**src/verilog/pmo_cfg.svh**
```systemverilog
// Purpose: Timing and reset constants for the PDM microphone output port
// Assumes: System clock of 200 MHz (5 ns period)
// Notes:   Cycle counts follow from the rates and times below and the clock period
`ifndef PMO_CFG_SVH
`define PMO_CFG_SVH

`define PMO_CLK_PERIOD_NS   5
// Sleep is entered when the bit clock falls below this rate
`define PMO_SLEEP_FREQ_KHZ  200
// Longest bit-clock period still awake, rounded down to whole cycles
`define PMO_SLEEP_CYC       (1000000 / (`PMO_SLEEP_FREQ_KHZ * `PMO_CLK_PERIOD_NS))
// Bit-clock rate that selects low-power listening
`define PMO_LPL_FREQ_KHZ    768
`define PMO_LPL_CYC         (1000000 / (`PMO_LPL_FREQ_KHZ * `PMO_CLK_PERIOD_NS))
// Accepted deviation of the measured period around the listening rate
`define PMO_LPL_TOL_CYC     8
// Wake-up and start-up settling time
`define PMO_WAKE_MS         6
`define PMO_WAKE_CYC        (`PMO_WAKE_MS * 1000000 / `PMO_CLK_PERIOD_NS)
// Reset values
`define PMO_RST_DATA        1'b0
`define PMO_RST_OE          1'b0

`endif

```
**src/verilog/pmo_pkg.sv**
```systemverilog
// Purpose: Types shared by the PDM microphone output port
// Assumes: Nothing beyond SystemVerilog 2012
// Notes:   Operating modes are chosen from the measured bit-clock rate
package pmo_pkg;

    // Operating mode of the microphone
    typedef enum logic [1:0]
    {
        pmo_mode_sleep,
        pmo_mode_normal,
        pmo_mode_low_power_listen
    } pmo_mode_t;

endpackage : pmo_pkg

```
**src/verilog/pmo_pdm_port.sv**
```systemverilog
// Purpose: PDM data output port of a digital microphone, with modulator and FIFO
// Assumes: Bit clock and select pin are synchronous to i_clk; i_clk is 200 MHz
// Notes:   Data pin is tristate: o_pdm_data is the value, o_pdm_oe high while driving
`include "pmo_cfg.svh"

// Sample FIFO between the audio source and the modulator
module pmo_fifo #(
    parameter int W     = 16,
    parameter int DEPTH = 16
) (
    input  wire logic         i_clk,
    input  wire logic         i_rst,
    input  wire logic         i_in_valid,
    input  wire logic [W-1:0] i_in_data,
    output logic              o_in_ready,
    output logic              o_out_valid,
    output logic [W-1:0]      o_out_data,
    input  wire logic         i_out_ready
);
    import pmo_pkg::*;

    localparam int AW = (DEPTH > 1) ? $clog2(DEPTH) : 1;
    localparam int CW = $clog2(DEPTH + 1);

    typedef struct packed {
        logic [DEPTH-1:0][W-1:0] mem;
        logic [AW-1:0]           wptr;
        logic [AW-1:0]           rptr;
        logic [CW-1:0]           count;
        logic                    not_full;
        logic                    not_empty;
    } pmo_fifo_st_t;

    pmo_fifo_st_t st;
    pmo_fifo_st_t next_st;
    logic         push;
    logic         pop;

    // Handshakes on both sides
    assign push        = i_in_valid && st.not_full;
    assign pop         = i_out_ready && st.not_empty;
    assign o_in_ready  = st.not_full;
    assign o_out_valid = st.not_empty;
    assign o_out_data  = st.mem[st.rptr];

    // Pointer and flag update; flags are registered so ready comes from a flop
    always_comb
    begin
        next_st = st;
        if (push)
        begin
            next_st.mem[st.wptr] = i_in_data;
            next_st.wptr         = (st.wptr == AW'(DEPTH - 1)) ? '0 : st.wptr + 1'b1;
        end
        if (pop)
        begin
            next_st.rptr = (st.rptr == AW'(DEPTH - 1)) ? '0 : st.rptr + 1'b1;
        end
        next_st.count     = st.count + CW'(push) - CW'(pop);
        next_st.not_full  = (next_st.count != CW'(DEPTH));
        next_st.not_empty = (next_st.count != '0);
    end

    always_ff @(posedge i_clk or posedge i_rst)
    begin
        if (i_rst)
        begin
            st          <= '0;
            st.not_full <= 1'b1;
        end
        else
        begin
            st <= next_st;
        end
    end
endmodule // pmo_fifo

module pmo_pdm_port #(
    parameter int W         = 16,
    parameter int DEPTH     = 16,
    parameter int WAKE_CYC  = `PMO_WAKE_CYC,
    parameter int SLEEP_CYC = `PMO_SLEEP_CYC
) (
    input  wire logic          i_clk,
    input  wire logic          i_rst,
    input  wire logic          i_pdm_clk,
    input  wire logic          i_select,
    input  wire logic          i_sample_valid,
    input  wire logic [W-1:0]  i_sample,
    output logic               o_sample_ready,
    output logic               o_pdm_data,
    output logic               o_pdm_oe,
    output pmo_pkg::pmo_mode_t o_mode,
    output logic               o_settled
);
    import pmo_pkg::*;

    localparam int CW  = $clog2(SLEEP_CYC + 1);
    localparam int WW  = $clog2(WAKE_CYC + 1);
    localparam int AWD = W + 2;
    localparam logic signed [AWD-1:0] FS     = AWD'((2 ** (W - 1)) - 1);
    localparam logic [CW-1:0]         LPL_LO = CW'(`PMO_LPL_CYC - `PMO_LPL_TOL_CYC);
    localparam logic [CW-1:0]         LPL_HI = CW'(`PMO_LPL_CYC + `PMO_LPL_TOL_CYC);

    typedef struct packed {
        logic                  clk_prev;
        logic                  sel_done;
        logic                  left;
        logic [CW-1:0]         cnt;
        pmo_mode_t             mode;
        logic [WW-1:0]         wake;
        logic                  settled;
        logic signed [AWD-1:0] acc;
        logic [W-1:0]          hold;
        logic                  data;
        logic                  oe;
    } pmo_st_t;

    pmo_st_t          st;
    pmo_st_t          next_st;
    logic             rise;
    logic             fall;
    logic             launch;
    logic             release_edge;
    logic             fifo_valid;
    logic [W-1:0]     fifo_data;
    logic             fifo_ready;
    logic             fifo_pop;
    logic [CW-1:0]    period;

    // Bit-clock edges; the pin is already synchronous so one register suffices
    assign rise         = i_pdm_clk && !st.clk_prev;
    assign fall         = !i_pdm_clk && st.clk_prev;
    assign launch       = st.sel_done && (st.left ? fall : rise);
    assign release_edge = st.sel_done && (st.left ? rise : fall);
    assign fifo_pop     = launch && (st.mode != pmo_mode_sleep);
    assign period       = st.cnt + 1'b1;
    assign o_sample_ready = fifo_ready;

    // Source samples wait here; one is drawn per launched bit
    pmo_fifo #(
        .W     (W),
        .DEPTH (DEPTH)
    ) u_fifo (
        .i_clk       (i_clk),
        .i_rst       (i_rst),
        .i_in_valid  (i_sample_valid),
        .i_in_data   (i_sample),
        .o_in_ready  (fifo_ready),
        .o_out_valid (fifo_valid),
        .o_out_data  (fifo_data),
        .i_out_ready (fifo_pop)
    );

    // Port, mode and modulator state update
    always_comb
    begin
        logic [W-1:0]          x;
        logic signed [AWD-1:0] xe;
        logic                  bit_out;
        x       = '0;
        xe      = '0;
        bit_out = 1'b0;
        next_st = st;
        next_st.clk_prev = i_pdm_clk;

        // Channel select taken once, on the first cycle after reset
        if (!st.sel_done)
        begin
            next_st.sel_done = 1'b1;
            next_st.left     = i_select;
        end

        // Measure the bit-clock period; saturates once sleep is certain
        if (rise)
        begin
            next_st.cnt = '0;
        end
        else if (st.cnt != CW'(SLEEP_CYC))
        begin
            next_st.cnt = st.cnt + 1'b1;
        end

        // Mode from the measured rate, no software involvement
        if (rise)
        begin
            if (st.cnt >= CW'(SLEEP_CYC))
            begin
                next_st.mode = pmo_mode_sleep;
            end
            else if (period >= LPL_LO && period <= LPL_HI)
            begin
                next_st.mode = pmo_mode_low_power_listen;
            end
            else
            begin
                next_st.mode = pmo_mode_normal;
            end
        end
        else if (st.cnt == CW'(SLEEP_CYC))
        begin
            next_st.mode = pmo_mode_sleep;
        end

        // Settling timer restarts whenever the clock is lost, including at power-up
        if (next_st.mode == pmo_mode_sleep)
        begin
            next_st.wake    = '0;
            next_st.settled = 1'b0;
        end
        else if (st.wake == WW'(WAKE_CYC))
        begin
            next_st.settled = 1'b1;
        end
        else
        begin
            next_st.wake = st.wake + 1'b1;
        end

        // Modulator steps once per period at the launch edge
        case (st.mode)
            pmo_mode_sleep:
            begin
                next_st.oe = 1'b0;
            end
            pmo_mode_normal,
            pmo_mode_low_power_listen:
            begin
                if (launch)
                begin
                    x = fifo_valid ? fifo_data : st.hold;
                    // Most negative code folded in so both rails are symmetric
                    if (x == {1'b1, {(W-1){1'b0}}})
                    begin
                        x = x + 1'b1;
                    end
                    xe              = {{2{x[W-1]}}, x};
                    bit_out         = !st.acc[AWD-1];
                    next_st.acc     = st.acc + xe - (bit_out ? FS : -FS);
                    next_st.hold    = x;
                    next_st.data    = bit_out;
                    next_st.oe      = 1'b1;
                end
                else if (release_edge)
                begin
                    next_st.oe = 1'b0;
                end
            end
            default:
            begin
                next_st.oe = 1'b0;
            end
        endcase
    end

    // State register
    always_ff @(posedge i_clk or posedge i_rst)
    begin
        if (i_rst)
        begin
            st      <= '0;
            st.mode <= pmo_mode_sleep;
            st.cnt  <= CW'(SLEEP_CYC);  // Power-up counts as sleep, so no bogus period is classified
            st.data <= `PMO_RST_DATA;
            st.oe   <= `PMO_RST_OE;
        end
        else
        begin
            st <= next_st;
        end
    end

    // Outputs straight from the state flops
    assign o_pdm_data = st.data;
    assign o_pdm_oe   = st.oe;
    assign o_mode     = st.mode;
    assign o_settled  = st.settled;
endmodule // pmo_pdm_port

```
**config.mk**
```make
export PLATFORM = sky130hd
export DESIGN_NAME = pmo_pdm_port
export DESIGN_NICKNAME = d
export VERILOG_FILES = /design/src/verilog/pmo_pkg.sv /design/src/verilog/pmo_pdm_port.sv
export VERILOG_INCLUDE_DIRS = /design/src /design/src/verilog
export SDC_FILE = /design/constraint.sdc
export NUM_CORES = 1
export LEC_CHECK = 0
export ABC_AREA = 1
export BUFFER_PORTS_ARGS = -buffer_cell sky130_fd_sc_hd__buf_4
export CAP_MARGIN = 20
export CORE_UTILIZATION = 64
export CTS_CLUSTER_DIAMETER = 150
export DETAILED_ROUTE_END_ITERATION = 8
export PLACE_DENSITY = 0.91
export SYNTH_ARGS = -nofsm -noshare
export SYNTH_HDL_FRONTEND = slang
export SYNTH_HIERARCHICAL = 1
export SYNTH_SLANG_ARGS = --single-unit
```
**constraint.sdc**
```tcl
create_clock -name i_clk -period 11.7 [get_ports i_clk]
set_input_delay 2.34 -clock i_clk [delete_from_list [all_inputs] [get_ports i_clk]]
set_output_delay 2.34 -clock i_clk [all_outputs]
set_load 0.05 [all_outputs]
```
==> flow_summary.json, run 1 <==
{
  "synthDistinctLibCells": 45,
  "die_h_um": 170,
  "critPathSlowestCell": "buf_4",
  "cp-end-kind": "flop",
  "drc_errors": 0,
  "hold_viol_final": 0,
  "via_count": 16100,
  "fin_crit_sh": 0.514,
  "path_delay_family": "simple AND/OR/NAND/NOR gates",
  "ir_worst_vdd_uv": 230,
  "die_x_um": 170,
  "clk_pin_slew_ns": 0.06,
  "diodes": 0,
  "antenna_found_initial": 0,
  "vias_per_cell": 5.89,
  "ys_seq_elements": 344,
  "min_path_type": "flop to flop",
  "critPathRequiredTime_ns": 12.09,
  "timing.max_cap.violations": 0,
  "p_leak_nw": 10.0,
  "synth_top_area_cell": "dfrtp_1",
  "synth_flop_cell": "dfrtp_1",
  "cts_sinks": 344,
  "syn_area_per_cell_um2": 7.66,
  "synth-edff-count": 0,
  "ctsHoldBuffers": 0,
  "async_flop_share": 1.00,
  "grt-ovfl-total": 0,
  "grt_pass1_wl_um": 74400,
  "yosysSeqAreaShare": 0.475,
  "start_util": 0.651,
  "layout-drive-gt1-share": 0.0753,
  "first_pass_iters": 8,
  "grt_max_degree": 128,
  "syn_nets": 2442,
  "path_buf_inv": 3,
  "synth.top_cells.by_count": "757 x nand2_1, 337 x dfrtp_1, 310 x inv_1, 247 x o21ai_0, 231 x nand3_1",
  "io_buffers": 26,
  "cts_setup_buffers": 0,
  "clk_latency_ns": 0.55,
  "netlist_top_cells_area": "dfrtp_1 46%, nand2_1 16%, o21ai_0 6.8%, inv_1 6.4%, nand3_1 6.4%",
  "area_delta_synth_final_pct": 9.14,
  "fp-row-count": 61,
  "clockBufferDepth": 3,
  "cts_made_buffers": 38,
  "status": "complete, no violations",
  "postRouteAntennaNets": 0,
  "route.detailed.wl_per_inst_um": 17.1,
  "drt_iter0_drc": 2325,
  "cpPeakStageDelay_ns": 0.76,
  "hpwlAfterDp_um": 26600,
  "ctsResizeCount": 0,
  "synth_top_area_frac": 0.465,
  "fin_skew_ns": 0.0262,
  "die_area_um2": 29000,
  "path_class": "flop to flop",
  "fin_ws_ns": 5.69,
  "cpMostUsedCell": "nand2_1",
  "coreArea_um2": 27900,
  "postSynthCellCount": 2368,
  "tns_ns": 0,
  "place_congestion": 0.873,
  "tightest_slew_ns": 1.13,
  "wl_um": 46500,
  "rsz0062_at_grt": "false",
  "setup_viol": 0,
  "cts_tree": "built",
  "fill_cells": 1942,
  "dp_slack_ns": 5.93,
  "nNetsFinal": 2402,
  "htreeDepth": 2,
  "multiInputGateArea_um2": 7720,
  "fmax_mhz": 166,
  "min_period_ns": 6.01,
  "clock-root-buffer": "clkbuf_16",
  "arrival_ns": 6.41,
  "drv_slew": 0,
  "yosysWarnings": 6,
  "grt_usage": 0.323,
  "power_density_nw_per_um2": 343,
  "final_util": 0.711,
  "synth.cell_area_um2": 18100,
  "crit_fanout": 77,
  "start_kind": "flop",
  "ios": 27,
  "register_area_um2": 8620,
  "yosysMostFrequentCell": "nand2_1",
  "slew_headroom": 0.245,
  "grt_pass1_vias": 15400
}
[area by class of cell]
| cell class | instances | share of cell area |
|---|---|---|
| timing repair buffer | 52 | 0.0306 |
| sequential | 344 | 0.435 |
| clock buffer | 54 | 0.0531 |
| multi-input combinational | 1571 | 0.390 |
| tap | 378 | 0.0239 |
| clock inverter | 9 | 0.00575 |
| inverter | 321 | 0.0613 |
[tightest hold or removal path: stages, from the launching register on]
cell and delay [ns]:
dfrtp_1 0.34, nand2_1 0.05, o21ai_0 0.06
[final timing paths]
check,from,to,slack (ns),cells after the start
hold / removal,u_fifo/st[103]$_DFFE_PP0P_,u_fifo/st[103]$_DFFE_PP0P_,0.48,2
setup / recovery,u_fifo/st[7]$_DFFE_PP0P_,st[28]$_DFFE_PP0P_,5.69,27
min in group asynchronous,i_rst,u_fifo/st[6]$_DFF_PP0_,1.98,2
max in group asynchronous,i_rst,u_fifo/st[144]$_DFFE_PP0P_,8.31,3
setup reg to reg,u_fifo/st[7]$_DFFE_PP0P_,st[28]$_DFFE_PP0P_,5.69,27
hold reg to reg,u_fifo/st[103]$_DFFE_PP0P_,u_fifo/st[103]$_DFFE_PP0P_,0.48,2
[cells in the final DEF (no fill, tap or decap), types with 18 or more instances in the layout]
| cell type | instances |
|---|---|
| clkbuf_16 | 38 |
| nor2_1 | 50 |
| a21oi_1 | 28 |
| ha_1 | 35 |
| nand2_1 | 757 |
| buf_4 | 40 |
| nand3_1 | 231 |
| inv_1 | 307 |
| nor2_2 | 28 |
| o21ai_1 | 66 |
| fa_1 | 18 |
| o21ai_0 | 247 |
| dfrtp_1 | 335 |
| xor2_1 | 20 |
[logic make-up after synthesis]
group / count (synthesis) / share of synthesized area
buffers and inverters: 453 / 0.0995
xor gates and xnor gates: 31 / 0.0150
DFF: 344 / 0.475
other: 1 / 0.000207
AOI/OAI and AO/OA: 364 / 0.104
adders and majority gates: 53 / 0.0440
and+or+nand+nor: 1122 / 0.262
[registers in the layout, summed over array words and instances, names as in the netlist]
name,flops
o_settled,1
u_fifo/st,269
o_pdm_data,1
st,68
u_fifo/o_out_valid,1
o_mode,2
u_fifo/o_in_ready,1
o_pdm_oe,1
[stage by stage]
stage	instance area, um^2	total power [W]	cells	hold slack [ns]
detailed placement	18400	0.00546	2656	0.469
CTS	19500	0.00667	2719	0.484
finish	19800	0.00680	2729	0.482
global placement	18300	0.00528	2654	0.455
global route	19800	0.00739	2729	0.496
floorplan	18100	0.00466	2368	0.443
[routing by layer]
| metal | vias to the layer above | global-route usage | share of wire |
|---|---|---|---|
| li1 | 7358 | - | - |
| met1 | 7579 | 0.421 | 0.39 |
| met2 | 945 | 0.529 | 0.48 |
| met3 | 202 | 0.0523 | 0.089 |
| met4 | 0 | 0.154 | 0.038 |
| met5 | - | 0 | 0 |
[power breakdown]
group | switching (W) | internal (W)
logic | 0.00238 | 0.00129
clock network | 0.000487 | 0.000652
registers | 0.000323 | 0.00167
Note: power is estimated with default switching activity, not from simulation.
==> inputs of run 2 (changes only) <==
==> constraint.sdc (replaced) <==
create_clock -name i_clk -period 6.1 [get_ports i_clk]
set_input_delay 1.22 -clock i_clk [delete_from_list [all_inputs] [get_ports i_clk]]
set_output_delay 1.22 -clock i_clk [all_outputs]
set_load 0.05 [all_outputs]
==> run 2 against run 1 <==
Wire length increased by 2.9%. Worst hold slack barely moved. Power rose by 96%. Register-to-register slack lost 4.9 ns. Setup slack got worse by 4.9 ns. Non-clock buffer count is 8 higher. Clock skew shrank 0.0030 ns. First-iteration DRC count down 4.0%. Cell count rose by 0.44%. Clock-buffer cell count up 1. Critical endpoint unchanged.
==> flow_summary.json, run 2 (synthesis gave the netlist of run 1 again) <==
{
  "status": "complete, no violations",
  "fp-row-count": 61,
  "cpPeakStageDelay_ns": 0.72,
  "placed_cell_area_um2": 18600,
  "drc_errors": 0,
  "critPathRequiredTime_ns": 6.48,
  "regMostFlops": "u_fifo/st",
  "fin_area_um2": 19900,
  "tns_ns": 0,
  "die_x_um": 170,
  "start_kind": "flop",
  "slew_headroom": 0.347,
  "largest_register_ffs": 269,
  "diodes": 0,
  "final_common_cell": "nand2_1",
  "setup_viol": 0,
  "place_congestion": 0.899,
  "power_density_nw_per_um2": 669,
  "min_period_ns": 5.36,
  "hold_viol_final": 0,
  "htreeDepth": 2,
  "rsz0062_at_grt": "false",
  "io_buffers": 26,
  "die_area_um2": 29000,
  "grt_pass1_vias": 15600,
  "path_class": "flop to flop",
  "grt_max_degree": 141,
  "drv_slew": 0,
  "cts_made_buffers": 37,
  "tightest_slew_ns": 0.979,
  "fin_crit_sh": 0.878,
  "crit_fanout": 28,
  "ctsResizeCount": 0,
  "fmax_mhz": 187,
  "clk_latency_ns": 0.54,
  "antenna_found_initial": 0,
  "timing.max_cap.violations": 0,
  "layout-drive-gt1-share": 0.0829,
  "cp-end-kind": "flop",
  "vias_per_cell": 5.93,
  "route.detailed.wl_per_inst_um": 17.5,
  "critPathSlowestCell": "dfrtp_2",
  "coreArea_um2": 27900,
  "clk_pin_slew_ns": 0.06,
  "final_util": 0.714,
  "p_leak_nw": 10.1,
  "nNetsFinal": 2409,
  "via_count": 16300,
  "clockBufferDepth": 3,
  "min_path_type": "flop to flop",
  "final_cell_mix": "757 x nand2_1, 335 x dfrtp_1, 307 x inv_1, 247 x o21ai_0, 231 x nand3_1",
  "grt-ovfl-total": 0,
  "start_util": 0.651,
  "drt_iter0_drc": 2232,
  "arrival_ns": 5.73,
  "postRouteAntennaNets": 0,
  "cts_tree": "built",
  "ctsHoldBuffers": 0,
  "clock-root-buffer": "clkbuf_16",
  "ios": 27,
  "wl_um": 47900,
  "die_h_um": 170,
  "fin_skew_ns": 0.0232,
  "cts_sinks": 344,
  "ir_worst_vdd_uv": 466,
  "grt_pass1_wl_um": 77600,
  "cpMostUsedCell": "nand2_1",
  "area_delta_synth_final_pct": 9.70,
  "hpwlAfterDp_um": 28600,
  "first_pass_iters": 7,
  "grt_usage": 0.338,
  "cts_setup_buffers": 0
}
run 2: changes by cell type in the layout (fill, tap and decap cells not counted), moves of 2 or more:
cell      delta
buf_12       +4
buf_16       -5
buf_4        +7
buf_8        +2
clkbuf_1     -7
clkbuf_8     +8
clkinv_2     +4
run 2: where the power goes:
part | internal, W | total [W] | switching, W | leakage, nW
logic | 0.00251 | 0.00722 | 0.00471 | 5.08
clock network | 0.00134 | 0.00227 | 0.000929 | 0.626
registers | 0.00321 | 0.00382 | 0.000610 | 4.38
total | 0.00706 | 0.0133 | 0.00625 | 10.1
run 2: cell type report:
cell class / instances / area (um^2)
Fill cell: 1983 / 7960
Inverter: 321 / 1210
Clock inverter: 12 / 111
Timing Repair Buffer: 60 / 631
Tap cell: 378 / 473
Multi-Input combinational cell: 1571 / 7720
Clock buffer: 55 / 1130
Sequential cell: 344 / 8620
run 2: worst paths after layout:
| path | start | endpoint | slack, ns | cells after the start |
|---|---|---|---|---|
| min | u_fifo/st[110]$_DFFE_PP0P_ | u_fifo/st[110]$_DFFE_PP0P_ | 0.48 | 2 |
| min reg2reg | u_fifo/st[110]$_DFFE_PP0P_ | u_fifo/st[110]$_DFFE_PP0P_ | 0.48 | 2 |
| max in group asynchronous | i_rst | u_fifo/st[157]$_DFFE_PP0P_ | 4.11 | 3 |
| max | u_fifo/st[8]$_DFFE_PP0P_ | st[28]$_DFFE_PP0P_ | 0.74 | 27 |
| min in group asynchronous | i_rst | st[45]$_DFFE_PP0P_ | 0.73 | 2 |
| max reg2reg | u_fifo/st[8]$_DFFE_PP0P_ | st[28]$_DFFE_PP0P_ | 0.74 | 27 |
run 2: routing by layer:
layer,wire (um),track usage,vias to the layer above
met3,4700,0.0719,201
met2,22600,0.542,999
met5,0,0,-
met1,18700,0.442,7691
met4,1920,0.159,0
li1,-,-,7369
run 2: worst max-delay path, delay by kind of cell (launching register included):
kind            cells  cell delay, ns
buf+inv             3            0.83
fa+ha+maj           3            1.15
simple gates       16            1.74
flops               1            0.72
compound gates      5            0.77
run 2: stage by stage:
stage,setup WS [ns],total power [W],cells,hold slack [ns]
after global routing,0.352,0.0144,2741,0.500
after floorplan,1.30,0.00894,2368,0.443
final,0.744,0.0133,2741,0.482
after detailed placement,0.989,0.0107,2670,0.467
after CTS,0.924,0.0131,2737,0.480
after global placement,1.11,0.0103,2665,0.459
